==> config.mk <==
export PLATFORM = sky130hd
export DESIGN_NAME = uart_host_bus_interface
export DESIGN_NICKNAME = d
export VERILOG_FILES = /design/src/logic/uart_host_pkg.sv /design/src/logic/byte_fifo.sv /design/src/logic/uart_host_bus_interface.sv
export SDC_FILE = /design/constraint.sdc
export NUM_CORES = 1
export LEC_CHECK = 0
export BUFFER_PORTS_ARGS = -buffer_cell sky130_fd_sc_hd__buf_2
export CORE_MARGIN = 1.5
export CORE_UTILIZATION = 30
export CTS_CLUSTER_SIZE = 25
export DETAILED_ROUTE_END_ITERATION = 7
export PLACE_DENSITY_LB_ADDON = 0.05
export SLEW_MARGIN = 20
export SYNTH_ARGS = -nofsm -noshare
export SYNTH_HDL_FRONTEND = slang
export SYNTH_SLANG_ARGS = --single-unit
export TNS_END_PERCENT = 1
==> constraint.sdc <==
create_clock -name clk_sys_in -period 4.8 [get_ports clk_sys_in]
set_clock_uncertainty 0.15 [all_clocks]
set_input_delay 0 -clock clk_sys_in [delete_from_list [all_inputs] [get_ports clk_sys_in]]
set_output_delay 0 -clock clk_sys_in [all_outputs]
set_load 0.05 [all_outputs]
==> src/logic/uart_host_pkg.sv <==
// constants shared by the host port block and its buffers
package uart_host_pkg;
	localparam int REG_SEL_W = 3;
	localparam int DATA_W = 8;
	localparam int REG_COUNT = 8;
	localparam int FIFO_DEPTH = 16;
	// ---------------------------------------------------------------
	// internal register map
	// ---------------------------------------------------------------
	localparam logic [2:0] REG_DATA = 3'h0;
	localparam logic [2:0] REG_CONFIG = 3'h4;
	localparam logic [2:0] REG_STATUS = 3'h5;
	localparam int PRESCALE_BIT = 7;
	localparam int STAT_RX_AVAIL_BIT = 0;
	localparam int STAT_RX_FULL_BIT = 1;
	localparam int STAT_TX_EMPTY_BIT = 2;
	localparam int STAT_TX_FULL_BIT = 3;
	localparam logic [7:0] REG_RESET = 8'h00;
	// ---------------------------------------------------------------
	// prescaler: 4x divide ends on this count
	// ---------------------------------------------------------------
	localparam logic [1:0] PRESCALE_4X_LAST = 2'h3;
	localparam logic [1:0] PRESCALE_RESET = 2'h0;
	// ---------------------------------------------------------------
	// pin vector layout after synchronising
	// ---------------------------------------------------------------
	localparam int PIN_W = 20;
	localparam int P_DATA = 0;
	localparam int P_ADDR = 8;
	localparam int P_SEL_A = 11;
	localparam int P_SEL_B = 12;
	localparam int P_SEL_LO_N = 13;
	localparam int P_ALS = 14;
	localparam int P_RD_HI = 15;
	localparam int P_RD_LO_N = 16;
	localparam int P_WR_HI = 17;
	localparam int P_WR_LO_N = 18;
	localparam int P_RESET = 19;
	// idle pin levels: strobes inactive, selects off, reset pin low
	localparam logic [19:0] PIN_IDLE = 20'h52000;
endpackage

==> src/logic/byte_fifo.sv <==
// synchronous first-in first-out byte store
`timescale 1ns/1ps
module byte_fifo #(
	parameter int WIDTH = 8,
	parameter int DEPTH = 16
) (
	input wire logic clk_sys_in,
	input wire logic rst_n_in,
	input wire logic clr_in,
	input wire logic push_in,
	input wire logic [WIDTH-1:0] data_in,
	input wire logic pop_in,
	output logic [WIDTH-1:0] data_out,
	output logic full_out,
	output logic empty_out
);
	localparam int AW = (DEPTH > 1) ? $clog2(DEPTH) : 1;
	localparam logic [AW-1:0] LAST = AW'(DEPTH - 1);
	localparam logic [AW:0] FULL_CNT = (AW + 1)'(DEPTH);

	logic [WIDTH-1:0] mem_r [DEPTH];
	logic [AW-1:0] wr_ptr_r, wr_ptr_nxt, rd_ptr_r, rd_ptr_nxt;
	logic [AW:0] count_r, count_nxt;
	logic do_push, do_pop;

	assign full_out = (count_r == FULL_CNT);
	assign empty_out = (count_r == '0);
	assign data_out = mem_r[rd_ptr_r];
	// a push into a full store is dropped, a pop of an empty one ignored
	assign do_push = push_in && !full_out;
	assign do_pop = pop_in && !empty_out;

	always_comb begin
		wr_ptr_nxt = wr_ptr_r;
		rd_ptr_nxt = rd_ptr_r;
		count_nxt = count_r;
		if (do_push) begin
			wr_ptr_nxt = (wr_ptr_r == LAST) ? '0 : AW'(wr_ptr_r + 1'b1);
		end
		if (do_pop) begin
			rd_ptr_nxt = (rd_ptr_r == LAST) ? '0 : AW'(rd_ptr_r + 1'b1);
		end
		if (do_push && !do_pop) begin
			count_nxt = (AW + 1)'(count_r + 1'b1);
		end else if (do_pop && !do_push) begin
			count_nxt = (AW + 1)'(count_r - 1'b1);
		end
		if (clr_in) begin
			wr_ptr_nxt = '0;
			rd_ptr_nxt = '0;
			count_nxt = '0;
		end
	end

	always_ff @(posedge clk_sys_in) begin
		if (!rst_n_in) begin
			wr_ptr_r <= '0;
			rd_ptr_r <= '0;
			count_r <= '0;
		end else begin
			wr_ptr_r <= wr_ptr_nxt;
			rd_ptr_r <= rd_ptr_nxt;
			count_r <= count_nxt;
		end
	end

	// storage needs no reset: the count hides stale entries
	always_ff @(posedge clk_sys_in) begin
		if (do_push && !clr_in) begin
			mem_r[wr_ptr_r] <= data_in;
		end
	end
endmodule

==> src/logic/uart_host_bus_interface.sv <==
// parallel host port of the uart: selects, strobes, registers, buffers
`timescale 1ns/1ps
module uart_host_bus_interface
	import uart_host_pkg::*;
#(
	parameter int DEPTH = FIFO_DEPTH
) (
	input wire logic clk_sys_in,
	input wire logic rst_n_in,
	input wire logic reset_pin_in,
	input wire logic [REG_SEL_W-1:0] reg_select_in,
	input wire logic select_high_a_in,
	input wire logic select_high_b_in,
	input wire logic select_low_n_in,
	input wire logic addr_latch_strobe_in,
	input wire logic rd_strobe_hi_in,
	input wire logic rd_strobe_lo_n_in,
	input wire logic wr_strobe_hi_in,
	input wire logic wr_strobe_lo_n_in,
	input wire logic [DATA_W-1:0] host_data_bus_in,
	output logic [DATA_W-1:0] host_data_bus_out,
	output logic host_data_bus_oe_out,
	output logic xcvr_drive_off_n_out,
	output logic [DATA_W-1:0] tx_byte_out,
	output logic tx_valid_out,
	input wire logic tx_ready_in,
	input wire logic [DATA_W-1:0] rx_byte_in,
	input wire logic rx_valid_in,
	output logic rx_ready_out,
	output logic baud_tick_out,
	output logic serial_enable_out
);
	// ---------------------------------------------------------------
	// pin synchronisers
	// ---------------------------------------------------------------
	logic [PIN_W-1:0] pin_raw;
	logic [PIN_W-1:0] pin_meta_r, pin_sync_r, pin_prev_r;

	assign pin_raw = {reset_pin_in, wr_strobe_lo_n_in, wr_strobe_hi_in,
		rd_strobe_lo_n_in, rd_strobe_hi_in, addr_latch_strobe_in,
		select_low_n_in, select_high_b_in, select_high_a_in,
		reg_select_in, host_data_bus_in};

	// meta stage feeds only the sync stage
	always_ff @(posedge clk_sys_in) begin
		if (!rst_n_in) begin
			pin_meta_r <= PIN_IDLE;
			pin_sync_r <= PIN_IDLE;
			pin_prev_r <= PIN_IDLE;
		end else begin
			pin_meta_r <= pin_raw;
			pin_sync_r <= pin_meta_r;
			pin_prev_r <= pin_sync_r;
		end
	end

	logic core_clr;
	logic [DATA_W-1:0] bus_data;
	logic [REG_SEL_W-1:0] live_addr;
	logic live_sel_a, live_sel_b, live_sel_lo_n;
	logic als_rise, rd_hi, rd_lo_n, wr_hi_rise, wr_lo_rise;

	assign core_clr = pin_sync_r[P_RESET];
	assign bus_data = pin_sync_r[P_DATA +: DATA_W];
	assign live_addr = pin_sync_r[P_ADDR +: REG_SEL_W];
	assign live_sel_a = pin_sync_r[P_SEL_A];
	assign live_sel_b = pin_sync_r[P_SEL_B];
	assign live_sel_lo_n = pin_sync_r[P_SEL_LO_N];
	// edge sensitive: a strobe parked low never latches
	assign als_rise = pin_sync_r[P_ALS] && !pin_prev_r[P_ALS];
	assign rd_hi = pin_sync_r[P_RD_HI];
	assign rd_lo_n = pin_sync_r[P_RD_LO_N];
	assign wr_hi_rise = pin_sync_r[P_WR_HI] && !pin_prev_r[P_WR_HI];
	// low strobe commits at its trailing edge, when bus data is settled
	assign wr_lo_rise = pin_sync_r[P_WR_LO_N]
		&& !pin_prev_r[P_WR_LO_N];

	// ---------------------------------------------------------------
	// address latch and decode
	// ---------------------------------------------------------------
	logic lat_valid_r, lat_valid_nxt;
	logic [REG_SEL_W-1:0] lat_addr_r, lat_addr_nxt;
	logic [2:0] lat_sel_r, lat_sel_nxt;
	logic [REG_SEL_W-1:0] eff_addr;
	logic [2:0] eff_sel;
	logic selected, rd_act, wr_commit;

	always_comb begin
		lat_valid_nxt = lat_valid_r;
		lat_addr_nxt = lat_addr_r;
		lat_sel_nxt = lat_sel_r;
		if (als_rise) begin
			lat_valid_nxt = 1'b1;
			lat_addr_nxt = live_addr;
			lat_sel_nxt = {live_sel_lo_n, live_sel_b, live_sel_a};
		end
	end

	always_ff @(posedge clk_sys_in) begin
		if (!rst_n_in || core_clr) begin
			lat_valid_r <= 1'b0;
			lat_addr_r <= '0;
			lat_sel_r <= 3'h4;
		end else begin
			lat_valid_r <= lat_valid_nxt;
			lat_addr_r <= lat_addr_nxt;
			lat_sel_r <= lat_sel_nxt;
		end
	end

	// latched copy wins once captured, live pins otherwise
	assign eff_addr = lat_valid_r ? lat_addr_r : live_addr;
	assign eff_sel = lat_valid_r ? lat_sel_r :
		{live_sel_lo_n, live_sel_b, live_sel_a};
	assign selected = eff_sel[0] && eff_sel[1] && !eff_sel[2];
	// either read strobe alone is enough
	assign rd_act = selected && (rd_hi || !rd_lo_n);
	assign wr_commit = selected && (wr_hi_rise || wr_lo_rise);

	// ---------------------------------------------------------------
	// character buffers
	// ---------------------------------------------------------------
	logic [DATA_W-1:0] tx_head, rx_head;
	logic tx_full, tx_empty, rx_full, rx_empty;
	logic tx_push, tx_pop, rx_push, rx_pop;
	logic rd_prev_r, rd_prev_nxt, rd_start;

	assign rd_start = rd_act && !rd_prev_r;
	assign tx_push = wr_commit && (eff_addr == REG_DATA);
	assign rx_pop = rd_start && (eff_addr == REG_DATA);
	// receive path is closed while the reset pin is high
	assign rx_push = rx_valid_in && !rx_full && !core_clr;

	byte_fifo #(
		.WIDTH(DATA_W),
		.DEPTH(DEPTH)
	) tx_fifo (
		.clk_sys_in(clk_sys_in),
		.rst_n_in(rst_n_in),
		.clr_in(core_clr),
		.push_in(tx_push),
		.data_in(bus_data),
		.pop_in(tx_pop),
		.data_out(tx_head),
		.full_out(tx_full),
		.empty_out(tx_empty)
	);

	byte_fifo #(
		.WIDTH(DATA_W),
		.DEPTH(DEPTH)
	) rx_fifo (
		.clk_sys_in(clk_sys_in),
		.rst_n_in(rst_n_in),
		.clr_in(core_clr),
		.push_in(rx_push),
		.data_in(rx_byte_in),
		.pop_in(rx_pop),
		.data_out(rx_head),
		.full_out(rx_full),
		.empty_out(rx_empty)
	);

	// ---------------------------------------------------------------
	// register file and read path
	// ---------------------------------------------------------------
	logic [DATA_W-1:0] regs_r [REG_COUNT];
	logic [DATA_W-1:0] regs_nxt [REG_COUNT];
	logic [DATA_W-1:0] status, read_mux;
	logic [DATA_W-1:0] dout_r, dout_nxt;
	logic oe_r, oe_nxt, xcvr_drive_off_n_n_r, xcvr_drive_off_n_n_nxt;

	always_comb begin
		status = '0;
		status[STAT_RX_AVAIL_BIT] = !rx_empty;
		status[STAT_RX_FULL_BIT] = rx_full;
		status[STAT_TX_EMPTY_BIT] = tx_empty;
		status[STAT_TX_FULL_BIT] = tx_full;
	end

	always_comb begin
		unique case (eff_addr)
			REG_DATA: read_mux = rx_empty ? '0 : rx_head;
			REG_STATUS: read_mux = status;
			default: read_mux = regs_r[eff_addr];
		endcase
	end

	always_comb begin
		for (int i = 0; i < REG_COUNT; i++) begin
			regs_nxt[i] = regs_r[i];
		end
		// data and status slots are not plain storage
		if (wr_commit && eff_addr != REG_DATA && eff_addr != REG_STATUS) begin
			regs_nxt[eff_addr] = bus_data;
		end
		rd_prev_nxt = rd_act;
		// value is frozen at strobe start so a pop cannot change it mid-read
		dout_nxt = rd_start ? read_mux : dout_r;
		oe_nxt = rd_act;
		xcvr_drive_off_n_n_nxt = !rd_act;
	end

	always_ff @(posedge clk_sys_in) begin
		if (!rst_n_in || core_clr) begin
			for (int i = 0; i < REG_COUNT; i++) begin
				regs_r[i] <= REG_RESET;
			end
			rd_prev_r <= 1'b0;
			dout_r <= '0;
			oe_r <= 1'b0;
			xcvr_drive_off_n_n_r <= 1'b1;
		end else begin
			for (int i = 0; i < REG_COUNT; i++) begin
				regs_r[i] <= regs_nxt[i];
			end
			rd_prev_r <= rd_prev_nxt;
			dout_r <= dout_nxt;
			oe_r <= oe_nxt;
			xcvr_drive_off_n_n_r <= xcvr_drive_off_n_n_nxt;
		end
	end

	// ---------------------------------------------------------------
	// baud prescaler
	// ---------------------------------------------------------------
	logic [1:0] pre_cnt_r, pre_cnt_nxt;
	logic tick_r, tick_nxt;
	logic pre_4x;

	assign pre_4x = regs_r[REG_CONFIG][PRESCALE_BIT];
	// 1x parks the counter so a switch to 4x starts a full period

	always_comb begin
		pre_cnt_nxt = 2'(pre_cnt_r + 1'b1);
		tick_nxt = 1'b1;
		if (pre_4x) begin
			tick_nxt = (pre_cnt_r == PRESCALE_4X_LAST);
		end else begin
			pre_cnt_nxt = PRESCALE_RESET;
		end
	end

	always_ff @(posedge clk_sys_in) begin
		if (!rst_n_in || core_clr) begin
			pre_cnt_r <= PRESCALE_RESET;
			tick_r <= 1'b0;
		end else begin
			pre_cnt_r <= pre_cnt_nxt;
			tick_r <= tick_nxt;
		end
	end

	// ---------------------------------------------------------------
	// transmit output stage
	// ---------------------------------------------------------------
	logic hold_valid_r, hold_valid_nxt;
	logic [DATA_W-1:0] hold_r, hold_nxt;
	logic rx_ready_r, rx_ready_nxt, ser_en_r, ser_en_nxt;

	// refill when empty or when the held byte leaves this cycle
	assign tx_pop = !tx_empty && (!hold_valid_r || tx_ready_in);

	always_comb begin
		hold_valid_nxt = hold_valid_r;
		hold_nxt = hold_r;
		if (hold_valid_r && tx_ready_in) begin
			hold_valid_nxt = 1'b0;
		end
		if (tx_pop) begin
			hold_valid_nxt = 1'b1;
			hold_nxt = tx_head;
		end
		// one cycle stale; a push seen while full is dropped in the buffer
		rx_ready_nxt = !rx_full && !rx_push;
		ser_en_nxt = 1'b1;
	end

	always_ff @(posedge clk_sys_in) begin
		if (!rst_n_in || core_clr) begin
			hold_valid_r <= 1'b0;
			hold_r <= '0;
			rx_ready_r <= 1'b0;
			ser_en_r <= 1'b0;
		end else begin
			hold_valid_r <= hold_valid_nxt;
			hold_r <= hold_nxt;
			rx_ready_r <= rx_ready_nxt;
			ser_en_r <= ser_en_nxt;
		end
	end

	assign host_data_bus_out = dout_r;
	assign host_data_bus_oe_out = oe_r;
	assign xcvr_drive_off_n_out = xcvr_drive_off_n_n_r;
	assign tx_byte_out = hold_r;
	assign tx_valid_out = hold_valid_r;
	assign rx_ready_out = rx_ready_r;
	assign baud_tick_out = tick_r;
	assign serial_enable_out = ser_en_r;
endmodule

==> flow_metrics.tcl, run 1 <==
set metrics [dict create \
    nFillCells 5076 \
    stdcell_count 1949 \
    cts_tree "yes" \
    crit_fanout 8 \
    timing.fmax_mhz 263.7 \
    slowest_stage "a221oi_1" \
    final_core_util_pct 36.58 \
    multi_input_area_mm2 0.005089 \
    clockBufferDepth 3 \
    vias 9172 \
    yosys_register_bits 408 \
    ys_seq_area_share_pct 66.70 \
    final_max_slew_viol_count 0 \
    die_height_um 234.6 \
    area_growth_pct 19.97 \
    initialDrtViolationCount 586 \
    finish.net_count 1281 \
    worstPathCellList "mux2_2, a221oi_1, nand3_1, inv_1, ha_1, inv_1, fa_1, a21o_1, a21oi_1, xnor2_1, or3_1, a21oi_1" \
    async_reset_ff_share_pct 0 \
    htreeDepth 2 \
    relSlewSlack_pct 23.06 \
    place_inst 1798 \
    layout-drive-gt1-share_pct 19.03 \
    core_area_mm2 0.05276 \
    worstSetupStartpointType "register" \
    rows 84 \
    min_path_type "in -> reg" \
    tightest_slew_ns 1.145 \
    via_per_inst 4.706 \
    ant_nets 0 \
    gp_congestion 0.7607 \
    yosysWarnings 0 \
    status "completed" \
    synth_area_mm2 0.01609 \
    dieArea_mm2 0.05503 \
    p_leak_nw 6.586 \
    clock_latency_ns 0.57 \
    hpwl_um 26600 \
    drc 0 \
    fin_area_mm2 0.01930 \
    grt_max_degree 61 \
    synth.net_count 1146 \
    arrival_ns 4.15 \
    first_global_vias 9493 \
    clock-sinks 408 \
    cts_setup_buffers 0 \
    cts-buffers-inserted 47 \
    drv_cap 0 \
    antenna_found_initial 1 \
    setup-tns-final_ns 0 \
    wl_per_cell_um 21.07 \
    antennaDiodeCount 0 \
    cp_slowest_stage_delay_ns 0.52 \
    register_area_mm2 0.01073 \
    track_usage_pct 15.45 \
    power_density_mw_per_mm2 439.2 \
    critPathRequiredTime_ns 5.15 \
    ios 54 \
    grt_pass1_wl_um 62020 \
    cts.clk_slew.worst_paths_ns 0.06 \
    synth_cell_types 53 \
    cts_root_buf "clkbuf_16" \
    final_cell_mix "edfxtp_1 (256), dfxtp_1 (149), nor2_1 (113)" \
    ir_worst_vdd_v 0.0002255 \
    crit_type "reg -> reg" \
    final_common_cell "edfxtp_1" \
    syn_avg_cell_area_um2 14.73 \
    placed_area_mm2 0.01719 \
    min_period_over_period_pct 79.01 \
    routed_wl_um 41070 \
    syn_inst 1092 \
    port_buffers 53 \
    synth_edf_count 256 \
    rsz0062_at_grt "false" \
    start_util_pct 30.49 \
    setup-violations-final 0 \
    dr.pass1.iters 7 \
    hold_viol_final 0 \
    fin_crit_ns 3.793 \
    cp-end-kind "register" \
    synth_flop_cell "edfxtp_1" \
    fp.dieW_um 234.6 \
    overflow 0 \
]
sequential cells by signal (all words and copies together) (netlist names), named ones only:
| signal | flops |
|---|---|
| rx_fifo.mem_r | 128 |
| tx_fifo.mem_r | 128 |
| regs_r | 48 |
| pin_meta_r | 20 |
| pin_sync_r | 20 |
| host_data_bus_out | 8 |
| tx_byte_out | 8 |
| rx_fifo.count_r | 5 |
| tx_fifo.count_r | 5 |
| rx_fifo.rd_ptr_r | 4 |
| rx_fifo.wr_ptr_r | 4 |
| tx_fifo.rd_ptr_r | 4 |
| tx_fifo.wr_ptr_r | 4 |
| lat_addr_r | 3 |
| lat_sel_r | 3 |
| pin_prev_r | 3 |
| pre_cnt_r | 2 |
| baud_tick_out | 1 |
| host_data_bus_oe_out | 1 |
| lat_valid_r | 1 |
| rx_ready_out | 1 |
| serial_enable_out | 1 |
| tx_valid_out | 1 |
| xcvr_drive_off_n_out | 1 |
synth_stat cells (2+ instances only):
master    instances  area (um^2)
buf_2            14        70.07
o32ai_1           3        26.28
nand3_1          13        65.06
mux4_2           73         1644
and3_1            3        18.77
and2_1           40        250.2
mux2i_1          64        640.6
nand3b_1          2        15.01
dfxtp_1         152         3043
o221ai_1          2        17.52
ha_1             20        250.2
nand4_1           4        25.02
mux2_2            9        101.4
a31oi_1          11        68.82
a22oi_1           4        30.03
a311oi_1          2        17.52
clkbuf_1         37        138.9
or3_1             3        18.77
a221o_1           2        20.02
a221oi_1          4        35.03
nor2b_1          17        106.4
buf_1             7        26.28
nor2_1          117        439.2
a21oi_1          46        230.2
a32oi_1           2        17.52
edfxtp_1        256         7687
fa_1              2        40.04
a22o_1            6        52.55
inv_1            16        60.06
xnor2_1           4        35.03
nand2b_1         19        118.9
o21ai_0          25        125.1
a21o_1            4        30.03
nand2_1          62        232.7
o22a_1            2        17.52
a211oi_1          3        22.52
xor2_1            8        70.07
nor3_2            2        20.02
nor3_1           17        85.08
nor4_1            2        12.51
cell type report:
class,instances,share of cell area (%)
Sequential cell,408,55.61
Multi-Input combinational cell,609,26.36
Timing Repair Buffer,145,5.834
Inverter,16,0.3112
Clock buffer,62,6.599
Clock inverter,21,0.8168
Tap cell,688,4.460
worst max-delay path: cells and delay by family (launching register included):
| family | cells | cell delay (ns) |
|---|---|---|
| AO/OA/AOI/OAI | 4 | 1.02 |
| XOR/XNOR | 1 | 0.09 |
| adder cells (fa/ha/maj) | 2 | 0.63 |
| buffers and inverters | 2 | 0.33 |
| flip-flops | 1 | 0.41 |
| multiplexers | 1 | 0.48 |
| AND/OR/NAND/NOR | 2 | 0.64 |
per-stage QoR:
stage | total power, mW | worst slack [ns] | hold slack (ns)
3_3_place_gp | 5.171 | 1.081 | 0.03341
2_1_floorplan | 4.813 | 1.422 | -0.07696
5_1_grt | 8.861 | 0.6295 | 0.1683
4_1_cts | 8.638 | 1.024 | 0.1454
3_5_place_dp | 5.173 | 1.046 | 0.04158
6_report | 8.478 | 1.007 | 0.1671
power breakdown:
group          leakage, nW  total (mW)  internal [mW]  switching (mW)
combinational         2.32        1.18          0.494           0.684
clock                0.703        3.37           1.96            1.41
sequential            3.57        3.93           3.82           0.111
total                 6.59        8.48           6.28            2.20
final timing paths:
check,start,slack (ns),depth (start not counted),end
min reg2reg,pin_meta_r[13],0.25,1,pin_sync_r[13]
max reg2reg,lat_valid_r,1.01,12,tx_fifo.count_r[4]
max,lat_valid_r,1.01,12,tx_fifo.count_r[4]
min,tx_ready_in,0.17,4,tx_valid_out
cell families after synthesis:
family | share of synthesized area [%]
buffers and inverters | 1.905
muxes | 14.83
AOI/OAI and AO/OA | 4.713
xor gates and xnor gates | 0.6533
DFF | 66.70
adders and majority gates | 1.804
and+or+nand+nor | 9.395
routing by layer:
layer | GRT usage, % | wire [um]
met5 | 0 | 0
met4 | 4.240 | 947
met3 | 2.931 | 1546
met2 | 24.19 | 18810
met1 | 21.85 | 19770
repair_timing:
action	in CTS	in global routing
gates resized for setup	0	0
hold buffers	68	0
endpoints found under the hold margin	177	0
(Power assumes the default switching activity.)
==> inputs of run 2 (changes only) <==
clock period = 3.85 ns   (was 4.8 ns; I/O delays follow)
==> run 2 against run 1 <==
Against the previous run: the flow now finishes with violations (design-rule violations); non-clock buffer count is 34 higher; critical path depth is 1 higher; core utilization is 0.65 points higher; largest power group unchanged.
==> flow_metrics.tcl, run 2 (synthesis gave the netlist of run 1 again) <==
set metrics [dict create \
    status "finished, violations left" \
    violations "design-rule violations" \
    largestRegisters "rx_fifo.mem_r x128, tx_fifo.mem_r x128, regs_r x48" \
    timing.fmax_mhz 286.9 \
    drc 3 \
    vias 9336 \
    arrival_ns 3.83 \
    hold_viol_final 0 \
    grt_max_degree 72 \
    r2r-end "tx_fifo.count_r[4]" \
    ant_nets 0 \
    antenna_found_initial 0 \
    final_cell_mix "edfxtp_1 (256), dfxtp_1 (150), nor2_1 (117)" \
    cts_root_buf "clkbuf_16" \
    gp_congestion 0.7407 \
    antennaDiodeCount 0 \
    min_to "rx_fifo.mem_r[13][0]" \
    wl_per_cell_um 21.01 \
    critPathRequiredTime_ns 4.19 \
    routed_wl_um 41780 \
    start_util_pct 30.49 \
    r2r-start "tx_fifo.count_r[0]" \
    min_period_over_period_pct 90.53 \
    finish.net_count 1316 \
    min_path_type "in -> reg" \
    track_usage_pct 15.67 \
    htreeDepth 2 \
    grt_pass1_wl_um 63250 \
    min_from "rx_byte_in[0]" \
    rsz0062_at_grt "false" \
    tightest_slew_ns 1.073 \
    cp_slowest_stage_delay_ns 0.64 \
    final_common_cell "edfxtp_1" \
    clockBufferDepth 3 \
    worstPathCellList "nor4_1, nor2b_1, nor2b_1, buf_4, inv_1, ha_1, inv_1, fa_1, a21o_1, a21oi_1, xnor2_1, or3_1, a21oi_1" \
    core_area_mm2 0.05276 \
    setup-violations-final 0 \
    fin_crit_ns 3.485 \
    final_core_util_pct 37.24 \
    cts_setup_buffers 0 \
    die_height_um 234.6 \
    min_path_cells 2 \
    dieArea_mm2 0.05503 \
    relSlewSlack_pct 28.35 \
    drv_cap 0 \
    crit_fanout 12 \
    first_global_vias 9766 \
    dr.pass1.iters 7 \
    port_buffers 53 \
    power_density_mw_per_mm2 553.2 \
    cts_tree "yes" \
    ios 54 \
    crit_type "reg -> reg" \
    r2r_cells 13 \
    cp-end-kind "register" \
    cts.clk_slew.worst_paths_ns 0.06 \
    nFillCells 5111 \
    slowest_stage "nor4_1" \
    initialDrtViolationCount 446 \
    regToRegSetupSlack_ns 0.36 \
    p_leak_nw 6.789 \
    final_max_slew_viol_count 0 \
    cts-buffers-inserted 48 \
    fp.dieW_um 234.6 \
    overflow 0 \
    layout-drive-gt1-share_pct 20.60 \
    hpwl_um 26690 \
    clock_latency_ns 0.58 \
    worstSetupStartpointType "register" \
    via_per_inst 4.694 \
    setup-tns-final_ns 0 \
    clock-sinks 408 \
    rows 84 \
    ir_worst_vdd_v 0.0003730 \
    area_growth_pct 22.12 \
]
-- run 2: routing by layer --
layer | vias to the layer above | wire (um) | track usage (%)
met1 | 4724 | 20010 | 21.65
met3 | 66 | 1207 | 2.483
met2 | 116 | 19580 | 25.18
li1 | 4430 | - | -
met5 | - | 0 | 0
met4 | 0 | 980 | 5.036
-- run 2: report_power, final --
part           switching [mW]  total, mW  internal [mW]  leakage, nW
registers               0.109       4.87           4.76         3.57
logic                   0.907       1.57          0.663         2.48
clock network            1.79       4.43           2.63        0.743
total                    2.81       10.9           8.06         6.79
-- run 2: how the worst max path moves through the flow --
| stage | start | end | slack [ns] | cells past startpoint |
|---|---|---|---|---|
| 3_3_place_gp | lat_valid_r | tx_fifo.count_r[4] | 0.23 | 12 |
| 4_1_cts | lat_valid_r | tx_fifo.count_r[4] | 0.18 | 12 |
| 2_1_floorplan | lat_valid_r | rx_fifo.count_r[4] | 0.47 | 15 |
| 5_1_grt | lat_valid_r | tx_fifo.count_r[4] | 0.09 | 12 |
| 3_5_place_dp | lat_valid_r | tx_fifo.count_r[4] | 0.20 | 12 |
| 6_report | tx_fifo.count_r[0] | tx_fifo.count_r[4] | 0.36 | 13 |
-- run 2: metrics by stage --
step | hold WS (ns) | cells | total power, mW | setup slack, ns | instance area (um^2)
after detailed placement | 0.03536 | 1830 | 6.527 | 0.2006 | 17410
after global placement | 0.03267 | 1830 | 6.524 | 0.2332 | 17410
after CTS | 0.1951 | 1989 | 11.07 | 0.1821 | 19640
after global routing | 0.2384 | 1989 | 11.40 | 0.08885 | 19650
after floorplan | -0.07696 | 1092 | 6.001 | 0.4721 | 16090
final | 0.2350 | 1989 | 10.87 | 0.3646 | 19650
-- run 2: worst max-delay path: cells and delay by family (launching register included) --
family / cells / cell delay (ns)
AND/OR/NAND/NOR: 4 / 1.35
adder cells (fa/ha/maj): 2 / 0.58
AO/OA/AOI/OAI: 3 / 0.50
buffers and inverters: 3 / 0.37
flip-flops: 1 / 0.35
XOR/XNOR: 1 / 0.09
-- run 2: what timing repair did --
| item | in CTS | in global routing |
|---|---|---|
| endpoints found under the hold margin | 177 | 0 |
| setup endpoints to repair | 0 | 1 |
| gates resized for setup | 0 | 1 |
| hold buffers | 70 | 0 |
-- run 2: area by class of cell --
type | instances | area, um^2 | share of cell area [%]
Clock inverter | 20 | 177.7 | 0.9043
Tap cell | 688 | 860.8 | 4.382
Multi-Input combinational cell | 609 | 5065 | 25.78
Timing Repair Buffer | 179 | 1399 | 7.120
Inverter | 16 | 60.06 | 0.3057
Clock buffer | 69 | 1351 | 6.878
Sequential cell | 408 | 10730 | 54.63
==> inputs of run 3 (changes only) <==
clock period = 3.24 ns   (was 3.85 ns; I/O delays follow)
==> run 3 against run 2 <==
Against the previous run: the flow now finishes without violations; sequential cell count unchanged; non-clock buffer count increased by 33; core utilization rose by 0.60 points; maximum frequency up 13%; register-to-register slack got worse by 0.21 ns; setup slack got worse by 0.21 ns; clock power is 18% higher; sequential power up 19%; power grew 19%; via count increased by 1.3%; first-iteration DRC count up 6.3%; sequential share of layout area shrank 0.83 points; largest cell class unchanged.
==> flow_metrics.tcl, run 3 (synthesis gave the netlist of run 1 again) <==
set metrics [dict create \
    status "completed" \
    cts_root_buf "clkbuf_16" \
    fin_crit_ns 3.088 \
    htreeDepth 2 \
    crit_fanout 5 \
    final_common_cell "edfxtp_1" \
    gp_congestion 0.7637 \
    power_density_mw_per_mm2 650.4 \
    ant_nets 0 \
    fin_area_mm2 0.01996 \
    dieArea_mm2 0.05503 \
    cp_slowest_stage_delay_ns 0.36 \
    relSlewSlack_pct 29.06 \
    cts-buffers-inserted 48 \
    slowest_stage "a211o_1" \
    final_cell_mix "edfxtp_1 (256), dfxtp_1 (146), nor2_1 (117)" \
    layout-drive-gt1-share_pct 23.20 \
    overflow 0 \
    via_per_inst 4.682 \
    whs_ns 0.2214 \
    rsz0062_at_grt "false" \
    worstPathCellList "nand4bb_4, a211o_1, nor4b_4, inv_1, ha_4, inv_2, ha_1, nor2b_1, o21a_1, or3_1, a21oi_2, xnor2_1, nor2_1" \
    first_global_vias 9643 \
    setup-tns-final_ns 0 \
    setup-violations-final 0 \
    cp-end-kind "register" \
    placed_area_mm2 0.01764 \
    core_area_mm2 0.05276 \
    ios 54 \
    dr.pass1.iters 7 \
    p_switching_mw 3.334 \
    clock_latency_ns 0.58 \
    hpwl_um 26880 \
    grt_max_degree 44 \
    critPathRequiredTime_ns 3.53 \
    hold_viol_final 0 \
    p_comb_share_pct 15.1 \
    vias 9462 \
    largestRegisters "rx_fifo.mem_r x128, tx_fifo.mem_r x128, regs_r x48" \
    wl_per_cell_um 20.65 \
    arrival_ns 3.38 \
    die_height_um 234.6 \
    final_core_util_pct 37.83 \
    routed_wl_um 41730 \
    tightest_slew_ns 1.063 \
    swShare_pct 25.68 \
    start_util_pct 30.49 \
    timing.fmax_mhz 323.8 \
    grt_pass1_wl_um 62670 \
    clock-sinks 408 \
    nFillCells 5037 \
    drv_cap 0 \
    fp.dieW_um 234.6 \
    min_path_type "in -> reg" \
    p_leak_nw 6.999 \
    clockBufferDepth 3 \
    clkPwrFrac_pct 40.3 \
    initialDrtViolationCount 474 \
    area_growth_pct 24.08 \
    worstSetupStartpointType "register" \
    cts_tree "yes" \
    min_period_over_period_pct 95.31 \
    p_int_mw 9.650 \
    antenna_found_initial 1 \
    drc 0 \
    finish.net_count 1349 \
    track_usage_pct 15.64 \
    cts.clk_slew.worst_paths_ns 0.06 \
    seq_power_share_pct 44.7 \
    rows 84 \
    ir_worst_vdd_v 0.0003304 \
    crit_type "reg -> reg" \
    final_max_slew_viol_count 0 \
    port_buffers 53 \
]
## run 3: final cells by class
class / instances / area (um^2) / area share, %
inverter: 16 / 60.06 / 0.3009
timing repair buffer: 212 / 1667 / 8.349
clock buffer: 78 / 1455 / 7.290
sequential: 408 / 10740 / 53.80
tap: 688 / 860.8 / 4.312
clock inverter: 9 / 68.82 / 0.3447
antenna: 1 / 2.502 / 0.01254
multi-input combinational: 609 / 5107 / 25.59
## run 3: final timing paths
path                       start            endpoint  slack (ns)  cells after the start
setup reg to reg     lat_valid_r  rx_fifo.count_r[4]        0.15                     13
setup / recovery     lat_valid_r  rx_fifo.count_r[4]        0.15                     13
hold / removal       tx_ready_in        tx_valid_out        0.22                      4
hold reg to reg   pin_meta_r[13]      pin_sync_r[13]        0.25                      1
## run 3: stage by stage
stage | power, mW | instances | setup slack (ns)
after floorplan | 7.133 | 1092 | 0.006069
after global placement | 7.858 | 1858 | -0.07248
after detailed placement | 7.852 | 1858 | -0.1357
after CTS | 13.21 | 2018 | 0.03313
after global routing | 13.58 | 2020 | 0.008218
final | 12.98 | 2021 | 0.1520
## run 3: what timing repair did
item | in CTS | in global routing
pin swaps | 0 | 3
setup buffers | 0 | 2
hold endpoints to repair | 211 | 0
endpoints found under the setup margin | 1 | 2
hold buffers | 73 | 0
gates resized for setup | 1 | 7
## run 3: power by group through the flow
| stage | clock [mW] | sequential, mW | combinational (mW) |
|---|---|---|---|
| 2_1_floorplan | 0 | 6.00 | 1.13 |
| 3_3_place_gp | 0 | 5.91 | 1.94 |
| 3_5_place_dp | 0 | 5.91 | 1.94 |
| 4_1_cts | 5.40 | 5.80 | 2.01 |
| 5_1_grt | 5.58 | 5.83 | 2.17 |
| 6_report | 5.23 | 5.80 | 1.95 |
## run 3: metal layers
| layer | part of all wire [%] | GRT usage, % | vias to the layer above |
|---|---|---|---|
| li1 | - | - | 4494 |
| met5 | 0 | 0 | - |
| met1 | 50 | 23.00 | 4748 |
| met3 | 3.3 | 2.422 | 65 |
| met2 | 44 | 23.58 | 155 |
| met4 | 2.4 | 4.916 | 0 |
## run 3: critical path: cells and delay by family (launching register included)
family / cells / cell delay (ns)
compound gates: 3 / 0.66
xor+xnor: 1 / 0.12
fa+ha+maj: 2 / 0.43
buf+inv: 2 / 0.18
flops: 1 / 0.35
simple gates: 5 / 1.07
